===== config.mk =====
export PLATFORM = sky130hd
export DESIGN_NAME = rlts_timing_rx_setup
export DESIGN_NICKNAME = d
export VERILOG_FILES = /design/src/rlts_pkg.sv /design/src/rlts_timing_rx_setup.sv /design/src/rlts_wait_counter.sv
export VERILOG_INCLUDE_DIRS = /design/src
export SDC_FILE = /design/constraint.sdc
export NUM_CORES = 1
export LEC_CHECK = 0
export CAP_MARGIN = 30
export CORE_AREA = 5 5 130 132
export DETAILED_ROUTE_END_ITERATION = 10
export DIE_AREA = 0 0 135 137
export DONT_BUFFER_PORTS = 1
export GPL_ROUTABILITY_DRIVEN = 0
export PLACE_DENSITY = 0.54
export SLEW_MARGIN = 20
export SYNTH_ARGS = -nofsm -noshare
export SYNTH_HDL_FRONTEND = slang
export SYNTH_SLANG_ARGS = --single-unit
export TNS_END_PERCENT = 5

===== constraint.sdc =====
create_clock -name i_clock -period 4.6 [get_ports i_clock]
set_input_delay 0.92 -clock i_clock [delete_from_list [all_inputs] [get_ports i_clock]]
set_output_delay 0.92 -clock i_clock [all_outputs]
set_load 0.02 [all_outputs]

===== src/rlts_cfg.svh =====
`ifndef RLTS_CFG_SVH
`define RLTS_CFG_SVH
// ----------------------------------------------------------------
// Register addresses
// ----------------------------------------------------------------
`define RLTS_ADDR_TX_DELAY 8'h06
`define RLTS_ADDR_NO_REPLY 8'h07
`define RLTS_ADDR_RX_BLANK 8'h08
`define RLTS_ADDR_RX_FILT 8'h09
`define RLTS_ADDR_RX_GAIN 8'h0A
// ----------------------------------------------------------------
// Reset values
// ----------------------------------------------------------------
`define RLTS_RST_TX_DELAY 8'h00
`define RLTS_RST_NO_REPLY 8'h07
`define RLTS_RST_RX_BLANK 8'h07
`define RLTS_RST_RX_FILT 8'h41
`define RLTS_RST_RX_GAIN 8'h01
// ----------------------------------------------------------------
// Field positions
// ----------------------------------------------------------------
`define RLTS_FILT_SEL_LSB 0
`define RLTS_FILT_LF_OPEN 2
`define RLTS_FILT_SETTLE 3
`define RLTS_GAIN_ATT_BIT 0
`define RLTS_GAIN_LOWSUP_BIT 1
`define RLTS_GAIN_MIX_BIT 2
`define RLTS_GAIN_HYST_LSB 3
`define RLTS_GAIN_STEP_LSB 5
// ----------------------------------------------------------------
// Timing: steps in ns, clock period in ns
// ----------------------------------------------------------------
`define RLTS_CLK_PERIOD_NS 40
`define RLTS_FINE_STEP_NS 6400
`define RLTS_COARSE_STEP_NS 25600
`define RLTS_FINE_STEP_CYC (`RLTS_FINE_STEP_NS / `RLTS_CLK_PERIOD_NS)
`define RLTS_COARSE_PER_FINE (`RLTS_COARSE_STEP_NS / `RLTS_FINE_STEP_NS)
`define RLTS_LF_PERIODS_MIN 6
`endif


===== src/rlts_pkg.sv =====
`default_nettype none
package rlts_pkg;
  typedef struct packed {
    logic [2:0] gain_step;
    logic [1:0] hyst_step;
    logic single_ended;
    logic low_supply;
    logic attenuate;
  } rlts_gain_t;
  typedef struct packed {
    logic settle_fast;
    logic lf_open;
    logic [1:0] rx_filter_select;
  } rlts_filt_t;
  typedef enum logic [1:0] {
    RLTS_IDLE = 2'b00,
    RLTS_RUN = 2'b01
  } rlts_cnt_state_t;
endpackage : rlts_pkg
`default_nettype wire


===== src/rlts_timing_rx_setup.sv =====
// Behaviour
// - Auto transmit waits programmed delay after reception.
// - Zero delay disables delayed auto transmission.
// - No-reply timeout starts when transmission ends.
// - No-reply steps 25.6us, eight bit value.
// - Timeout interrupt unless 6-10 link periods seen.
// - Receiver input ignored during blanking after transmit.
// - Blanking steps 6.4us, eight bit value.
// - Zero blanking enables receiver right after transmit.
// - Reset clears transmit delay value.
// - Reset presets no-reply value to 07.
// - Reset presets filter setup to 41.
// - Two-bit field selects receive filter band.
// - Settling bit doubles first-stage coupling speed.
// - Filter bit opens low-frequency side for FM0.
// - Upper gain field lowers gain 3dB steps.
// - Lower gain field raises hysteresis 5dB steps.
// - Mixer bit selects differential or single-ended input.
// - Timeout expiry sets interrupt status bit zero.
`default_nettype none
`include "rlts_cfg.svh"
module rlts_timing_rx_setup
  import rlts_pkg::*;
#(
  parameter int STEP_CYCLES = `RLTS_FINE_STEP_CYC,
  parameter int LF_PERIODS_MIN = `RLTS_LF_PERIODS_MIN
)
(
  // Clock and reset
  input wire logic i_clock,
  input wire logic i_rst_n,
  input wire logic i_chip_enable,
  // Register port
  input wire logic [7:0] i_reg_addr,
  input wire logic [7:0] i_reg_wdata,
  input wire logic i_reg_write,
  output logic [7:0] o_reg_rdata,
  // Frame events
  input wire logic i_tx_end,
  input wire logic i_rx_end,
  input wire logic i_auto_tx_pending,
  input wire logic i_lf_edge,
  input wire logic i_rx_data,
  input wire logic i_irq_status_clear,
  // Timing results
  output logic o_auto_tx_start,
  output logic o_rx_enable,
  output logic o_rx_data_gated,
  output logic o_no_reply_irq,
  output logic [7:0] o_irq_status,
  // Receiver configuration
  output rlts_filt_t o_filter_cfg,
  output rlts_gain_t o_gain_cfg
);
  // ----------------------------------------------------------------
  // Reset synchroniser
  // ----------------------------------------------------------------
  logic rst_meta_q;
  logic rst_sync_q;
  logic rst_n;

  always_ff @(posedge i_clock or negedge i_rst_n)
  begin
    if (!i_rst_n)
    begin
      rst_meta_q <= 1'b0;
      rst_sync_q <= 1'b0;
    end
    else
    begin
      rst_meta_q <= 1'b1;
      rst_sync_q <= rst_meta_q;
    end
  end
  assign rst_n = rst_sync_q;

  // ----------------------------------------------------------------
  // Registers
  // ----------------------------------------------------------------
  // Chip disable acts like power-on reset on the register file.
  logic [7:0] tx_delay_wait_q;
  logic [7:0] no_reply_timeout_q;
  logic [7:0] receive_blanking_time_q;
  logic [7:0] receiver_filter_setup_q;
  logic [7:0] receiver_gain_mixer_setup_q;

  always_ff @(posedge i_clock or negedge rst_n)
  begin
    if (!rst_n)
    begin
      tx_delay_wait_q <= `RLTS_RST_TX_DELAY;
      no_reply_timeout_q <= `RLTS_RST_NO_REPLY;
      receive_blanking_time_q <= `RLTS_RST_RX_BLANK;
      receiver_filter_setup_q <= `RLTS_RST_RX_FILT;
      receiver_gain_mixer_setup_q <= `RLTS_RST_RX_GAIN;
    end
    else if (!i_chip_enable)
    begin
      tx_delay_wait_q <= `RLTS_RST_TX_DELAY;
      no_reply_timeout_q <= `RLTS_RST_NO_REPLY;
      receive_blanking_time_q <= `RLTS_RST_RX_BLANK;
      receiver_filter_setup_q <= `RLTS_RST_RX_FILT;
      receiver_gain_mixer_setup_q <= `RLTS_RST_RX_GAIN;
    end
    else if (i_reg_write)
    begin
      case (i_reg_addr)
        `RLTS_ADDR_TX_DELAY: tx_delay_wait_q <= i_reg_wdata;
        `RLTS_ADDR_NO_REPLY: no_reply_timeout_q <= i_reg_wdata;
        `RLTS_ADDR_RX_BLANK: receive_blanking_time_q <= i_reg_wdata;
        `RLTS_ADDR_RX_FILT: receiver_filter_setup_q <= i_reg_wdata;
        `RLTS_ADDR_RX_GAIN: receiver_gain_mixer_setup_q <= i_reg_wdata;
        default: ;
      endcase
    end
  end

  // Read data is registered; unmapped addresses read zero.
  always_ff @(posedge i_clock or negedge rst_n)
  begin
    if (!rst_n)
    begin
      o_reg_rdata <= 8'h00;
    end
    else
    begin
      case (i_reg_addr)
        `RLTS_ADDR_TX_DELAY: o_reg_rdata <= tx_delay_wait_q;
        `RLTS_ADDR_NO_REPLY: o_reg_rdata <= no_reply_timeout_q;
        `RLTS_ADDR_RX_BLANK: o_reg_rdata <= receive_blanking_time_q;
        `RLTS_ADDR_RX_FILT: o_reg_rdata <= receiver_filter_setup_q;
        `RLTS_ADDR_RX_GAIN: o_reg_rdata <= receiver_gain_mixer_setup_q;
        default: o_reg_rdata <= 8'h00;
      endcase
    end
  end

  // ----------------------------------------------------------------
  // Receiver configuration fields
  // ----------------------------------------------------------------
  // The analog front end decodes these; mixer_trim pairing with the
  // supply lowering bit is left to the host software.
  always_ff @(posedge i_clock or negedge rst_n)
  begin
    if (!rst_n)
    begin
      o_filter_cfg <= '0;
      o_gain_cfg <= '0;
    end
    else
    begin
      o_filter_cfg.rx_filter_select <=
        receiver_filter_setup_q[`RLTS_FILT_SEL_LSB +: 2];
      o_filter_cfg.settle_fast <=
        receiver_filter_setup_q[`RLTS_FILT_SETTLE];
      o_filter_cfg.lf_open <=
        receiver_filter_setup_q[`RLTS_FILT_LF_OPEN];
      o_gain_cfg.gain_step <=
        receiver_gain_mixer_setup_q[`RLTS_GAIN_STEP_LSB +: 3];
      o_gain_cfg.hyst_step <=
        receiver_gain_mixer_setup_q[`RLTS_GAIN_HYST_LSB +: 2];
      o_gain_cfg.single_ended <=
        receiver_gain_mixer_setup_q[`RLTS_GAIN_MIX_BIT];
      o_gain_cfg.low_supply <=
        receiver_gain_mixer_setup_q[`RLTS_GAIN_LOWSUP_BIT];
      o_gain_cfg.attenuate <=
        receiver_gain_mixer_setup_q[`RLTS_GAIN_ATT_BIT];
    end
  end

  // ----------------------------------------------------------------
  // Fine timebase
  // ----------------------------------------------------------------
  // One tick every 6.4 us; the coarse timer divides this by four so
  // all three windows share one prescaler.
  localparam int PW = $clog2(STEP_CYCLES);
  logic [PW-1:0] presc_q;
  logic tick;

  assign tick = (presc_q == PW'(STEP_CYCLES - 1));

  always_ff @(posedge i_clock or negedge rst_n)
  begin
    if (!rst_n)
    begin
      presc_q <= '0;
    end
    else
    begin
      presc_q <= tick ? '0 : presc_q + PW'(1);
    end
  end

  // ----------------------------------------------------------------
  // Interval timers
  // ----------------------------------------------------------------
  // A timer restarted mid-interval loses sub-step phase, so the first
  // step may be short by up to one tick period.
  logic txd_busy;
  logic txd_done;
  logic nr_busy;
  logic nr_done;
  logic blk_busy;
  logic lf_seen;

  rlts_wait_counter #(.WIDTH(8), .DIV(1)) u_tx_delay (
    .i_clock(i_clock),
    .i_rst_n(rst_n),
    .i_tick(tick),
    .i_start(i_rx_end),
    .i_abort(!i_chip_enable),
    .i_value(tx_delay_wait_q),
    .o_busy(txd_busy),
    .o_done(txd_done)
  );

  rlts_wait_counter #(.WIDTH(8), .DIV(`RLTS_COARSE_PER_FINE)) u_no_reply (
    .i_clock(i_clock),
    .i_rst_n(rst_n),
    .i_tick(tick),
    .i_start(i_tx_end),
    .i_abort((lf_seen && !i_tx_end) || !i_chip_enable),
    .i_value(no_reply_timeout_q),
    .o_busy(nr_busy),
    .o_done(nr_done)
  );

  rlts_wait_counter #(.WIDTH(8), .DIV(1)) u_rx_blank (
    .i_clock(i_clock),
    .i_rst_n(rst_n),
    .i_tick(tick),
    .i_start(i_tx_end),
    .i_abort(!i_chip_enable),
    .i_value(receive_blanking_time_q),
    .o_busy(blk_busy),
    .o_done()
  );

  // ----------------------------------------------------------------
  // Link frequency detection
  // ----------------------------------------------------------------
  logic [3:0] lf_cnt_q;

  assign lf_seen = (lf_cnt_q >= 4'(LF_PERIODS_MIN));

  always_ff @(posedge i_clock or negedge rst_n)
  begin
    if (!rst_n)
    begin
      lf_cnt_q <= '0;
    end
    else if (i_tx_end)
    begin
      lf_cnt_q <= '0;
    end
    else if (i_lf_edge && !blk_busy && nr_busy && !lf_seen)
    begin
      lf_cnt_q <= lf_cnt_q + 4'(1);
    end
  end

  // ----------------------------------------------------------------
  // Outputs
  // ----------------------------------------------------------------
  always_ff @(posedge i_clock or negedge rst_n)
  begin
    if (!rst_n)
    begin
      o_auto_tx_start <= 1'b0;
    end
    else
    begin
      o_auto_tx_start <= txd_done && i_auto_tx_pending;
    end
  end

  assign o_rx_enable = !blk_busy;
  assign o_rx_data_gated = i_rx_data && !blk_busy;

  // Set wins over a clear arriving in the same cycle.
  always_ff @(posedge i_clock or negedge rst_n)
  begin
    if (!rst_n)
    begin
      o_no_reply_irq <= 1'b0;
    end
    else if (nr_done)
    begin
      o_no_reply_irq <= 1'b1;
    end
    else if (i_irq_status_clear || !i_chip_enable)
    begin
      o_no_reply_irq <= 1'b0;
    end
  end

  assign o_irq_status = {7'h00, o_no_reply_irq};
endmodule // rlts_timing_rx_setup
`default_nettype wire


===== src/rlts_wait_counter.sv =====
`default_nettype none
`include "rlts_cfg.svh"
module rlts_wait_counter
  import rlts_pkg::*;
#(
  parameter int WIDTH = 8,
  parameter int DIV = 1
)
(
  // Clock and reset
  input wire logic i_clock,
  input wire logic i_rst_n,
  // Timebase and control
  input wire logic i_tick,
  input wire logic i_start,
  input wire logic i_abort,
  input wire logic [WIDTH-1:0] i_value,
  // Status
  output logic o_busy,
  output logic o_done
);
  localparam int DW = (DIV > 1) ? $clog2(DIV) : 1;
  rlts_cnt_state_t state_q;
  logic [WIDTH-1:0] count_q;
  logic [DW-1:0] sub_q;
  logic last_sub;

  assign last_sub = (sub_q == DW'(DIV - 1));
  assign o_busy = (state_q == RLTS_RUN);

  // Load on start, count down one step per tick group.
  always_ff @(posedge i_clock or negedge i_rst_n)
  begin
    if (!i_rst_n)
    begin
      state_q <= RLTS_IDLE;
      count_q <= '0;
      sub_q <= '0;
      o_done <= 1'b0;
    end
    else
    begin
      o_done <= 1'b0;
      if (i_abort)
      begin
        state_q <= RLTS_IDLE;
      end
      else if (i_start)
      begin
        count_q <= i_value;
        sub_q <= '0;
        state_q <= (i_value == '0) ? RLTS_IDLE : RLTS_RUN;
      end
      else
      begin
        case (state_q)
          RLTS_RUN:
          begin
            if (i_tick)
            begin
              sub_q <= last_sub ? '0 : sub_q + DW'(1);
              if (last_sub)
              begin
                count_q <= count_q - WIDTH'(1);
                if (count_q == WIDTH'(1))
                begin
                  state_q <= RLTS_IDLE;
                  o_done <= 1'b1;
                end
              end
            end
          end
          default:
          begin
            state_q <= RLTS_IDLE;
          end
        endcase
      end
    end
  end
endmodule // rlts_wait_counter
`default_nettype wire


==> impl_metrics.yaml <==
outcome:
  outcome: "finished, final reports clean"
synth:
  synth_warnings: 0
  async_reset_ff_frac: 1.00
  synthDistinctLibCells: 68
  ys_seq_area_frac: 0.503
  synth_area_per_cell_sq_um: 10.4
  synth_edf_count: 0
  ys_seq_elements: 107
  syn-cell-area_sq_um: 5340
  syn_inst: 516
  ys_dominant_reg_cell: "dfrtp_1"
clocking:
  cts_max_level: 3
  cts_tree: "built"
  cts_buffers: 9
  cts_buffer_depth: 2
  path_clk_slew_ns: 0.07
  postCtsSetupBuffers: 0
  cts-root-buf: "clkbuf_16"
  cts_hold_buffers: 0
  clock-sinks: 107
  ctsResizeCount: 0
  clock_latency_ns: 0.36
die:
  initial_core_util: 0.343
  die_area_sq_um: 18500
  rows: 46
  die_x_microns: 135
  core_area_sq_um: 15600
  ios: 58
  die_h_microns: 137
layout:
  fin_nets: 538
  n_fill_cell: 1561
  drive_gt1_frac: 0.0986
  fin_util: 0.372
  multiInputGateArea_sq_um: 2440
  syn2layout_area_growth_pct: 8.48
  seq_area_sq_um: 2690
  antenna_cells: 0
power_and_ir_drop:
  total_leakage_power_nw: 2.51
  peakVddDrop_mv: 0.168
  p_per_area_nw_per_um2: 329
routing:
  drtIter0Drc: 404
  drc: 0
  wirelength_microns: 13700
  detail_route.vias_per_cell: 5.55
  firstDrtPassIters: 5
  via_count: 4012
  drtAntennaViolNets: 0
  wl_per_cell_microns: 19.0
place:
  port_buffers: 0
  dp_hpwl_microns: 9500
grt:
  grt_max_degree: 72
  grt_overflow: 0
  grt_usage: 0.154
  first_global_vias: 3920
  grt_pass1_wl_microns: 22200
  antenna_found_initial: 0
sta:
  setup_viol: 0
  fin_crit_sh: 0.507
  drv_slew: 0
  rsz0062_at_grt: "no"
  final.setup.tns_ns: 0
  max_slew_margin: 0.442
  finalHoldViolations: 0
  max_clock_freq_mhz: 429
  tightest_slew_ns: 0.835
  fin_skew_ns: 0.00569
  min_period_ns: 2.33
  whs_ns: 0.191
critical_path:
  worstPathRequired_ns: 4.85
  crit_slowest_cell: "nor2_1"
  crit_fanout: 12
  critPathArrivalTime_ns: 2.58
  max_stage_delay_ns: 0.77
  crit_family: "simple AND/OR/NAND/NOR gates"
  critPathLaunchType: "register"
  crit_buf_inv: 0
  critical_path.startpoint: "presc_q[6]$_DFF_PN0_"
  r2r_start: "presc_q[6]$_DFF_PN0_"
  cp_cell_sequence: "nand4bb_2 -> nor2_1 -> nand4_1 -> nor4_1"
  critPathKind: "register to register"
  end_kind: "register"
flow_run:
  drv_cap: 0
min_path:
  hp-class: "register to asynchronous set/reset pin"
[synth_stat cells (all sizes together) (10+ instances only)]
library cell	number	share of area
buf	16	0.020
nor2	40	0.028
nor4	16	0.026
ha	10	0.023
o22ai	10	0.012
a21oi	16	0.015
nand3	31	0.030
mux2i	36	0.067
nand4	12	0.015
nand2	31	0.022
a22oi	10	0.014
nor3	12	0.011
clkbuf	19	0.013
nor2b	14	0.016
dfrtp	98	0.46
o21ai	24	0.022
inv	14	0.0098
[stage by stage]
| step | power (W) | setup WS (ns) | cells | cell area [sq um] |
|---|---|---|---|---|
| global placement | 0.00116 | 2.13 | 705 | 5480 |
| finish | 0.00191 | 2.27 | 723 | 5800 |
| CTS | 0.00193 | 2.14 | 721 | 5760 |
| detailed placement | 0.00116 | 1.99 | 705 | 5480 |
| floorplan | 0.00114 | 1.41 | 522 | 5370 |
| global route | 0.00200 | 2.07 | 723 | 5800 |
[sequential cells by signal (all words and copies together), names as in the netlist, 8 cells and up]
signal                       cells
u_rx_blank.count_q               8
tx_delay_wait_q                  8
receiver_filter_setup_q          8
u_tx_delay.count_q               8
o_gain_cfg                       8
receiver_gain_mixer_setup_q      8
presc_q                          8
u_no_reply.count_q               8
no_reply_timeout_q               8
o_reg_rdata                      8
receive_blanking_time_q          8
[final cells by class]
class                   instances  share of cell area
multi-input cells             365               0.421
inverters                      15             0.00972
flip-flops and latches        107               0.465
repair buffers                  4             0.00820
well taps                     216              0.0466
clock inverters                 5             0.00756
clock buffers                  11              0.0419
[worst register-to-register path: stages, from the launching register on]
cell and delay [ns]:
dfrtp_1 0.43, nand4bb_2 0.51, nor2_1 0.77, nand4_1 0.18, nor4_1 0.33
[placed cells by master (no fill, tap or decap), types with 4 or more instances in the layout]
| master | instances |
|---|---|
| dfrtp_1 | 97 |
| nor2_1 | 40 |
| mux2i_1 | 36 |
| nand2_1 | 31 |
| nand3_1 | 30 |
| o21ai_0 | 24 |
| a21oi_1 | 16 |
| inv_1 | 14 |
| nor2b_1 | 14 |
| nor4_1 | 13 |
| nor3_1 | 12 |
| nand4_1 | 11 |
| a22oi_1 | 10 |
| o22ai_1 | 10 |
| ha_1 | 10 |
| clkbuf_16 | 9 |
| dfstp_2 | 9 |
| conb_1 | 8 |
| a32oi_1 | 6 |
| a31o_2 | 6 |
| a211oi_1 | 5 |
| a2bb2oi_1 | 4 |
| a22o_1 | 4 |
| or4_1 | 4 |
| and3_1 | 4 |
| xnor2_1 | 4 |
| and2_1 | 4 |
| and4_1 | 4 |
| o2bb2ai_1 | 4 |
[power breakdown]
| part | internal [W] | leakage, nW | switching [W] |
|---|---|---|---|
| Combinational | 0.0000552 | 0.985 | 0.0000903 |
| Clock | 0.000391 | 0.135 | 0.000370 |
| Sequential | 0.000967 | 1.39 | 0.0000328 |
[cells by family after synthesis]
logic type                 synth area share
AOI/OAI and AO/OA                     0.142
xor gates and xnor gates             0.0115
adders and majority gates            0.0234
buffers and inverters                0.0438
DFF                                   0.503
muxes                                0.0717
other                               0.00141
and+or+nand+nor                       0.203
[worst paths after layout]
kind	end	slack, ns	cells past startpoint
max	u_no_reply.o_done$_DFF_PN0_	2.27	4
min	u_no_reply.sub_q[0]$_DFFE_PN0P_	0.19	0
max reg2reg	u_no_reply.o_done$_DFF_PN0_	2.27	4
min reg2reg	u_no_reply.sub_q[0]$_DFFE_PN0P_	0.19	0
max in group asynchronous	u_rx_blank.count_q[6]$_DFFE_PN0P_	3.68	1
min in group i_clock	rst_n$_DFF_PN0_	0.35	0
[per-layer routing]
metal	up-vias	track usage	routed length [microns]
li1	1876	-	-
met1	2015	0.212	6300
met2	102	0.240	6450
met3	19	0.0276	644
met4	0	0.0644	303
met5	-	0	0
No activity file was read; power rests on OpenSTA's default activity.
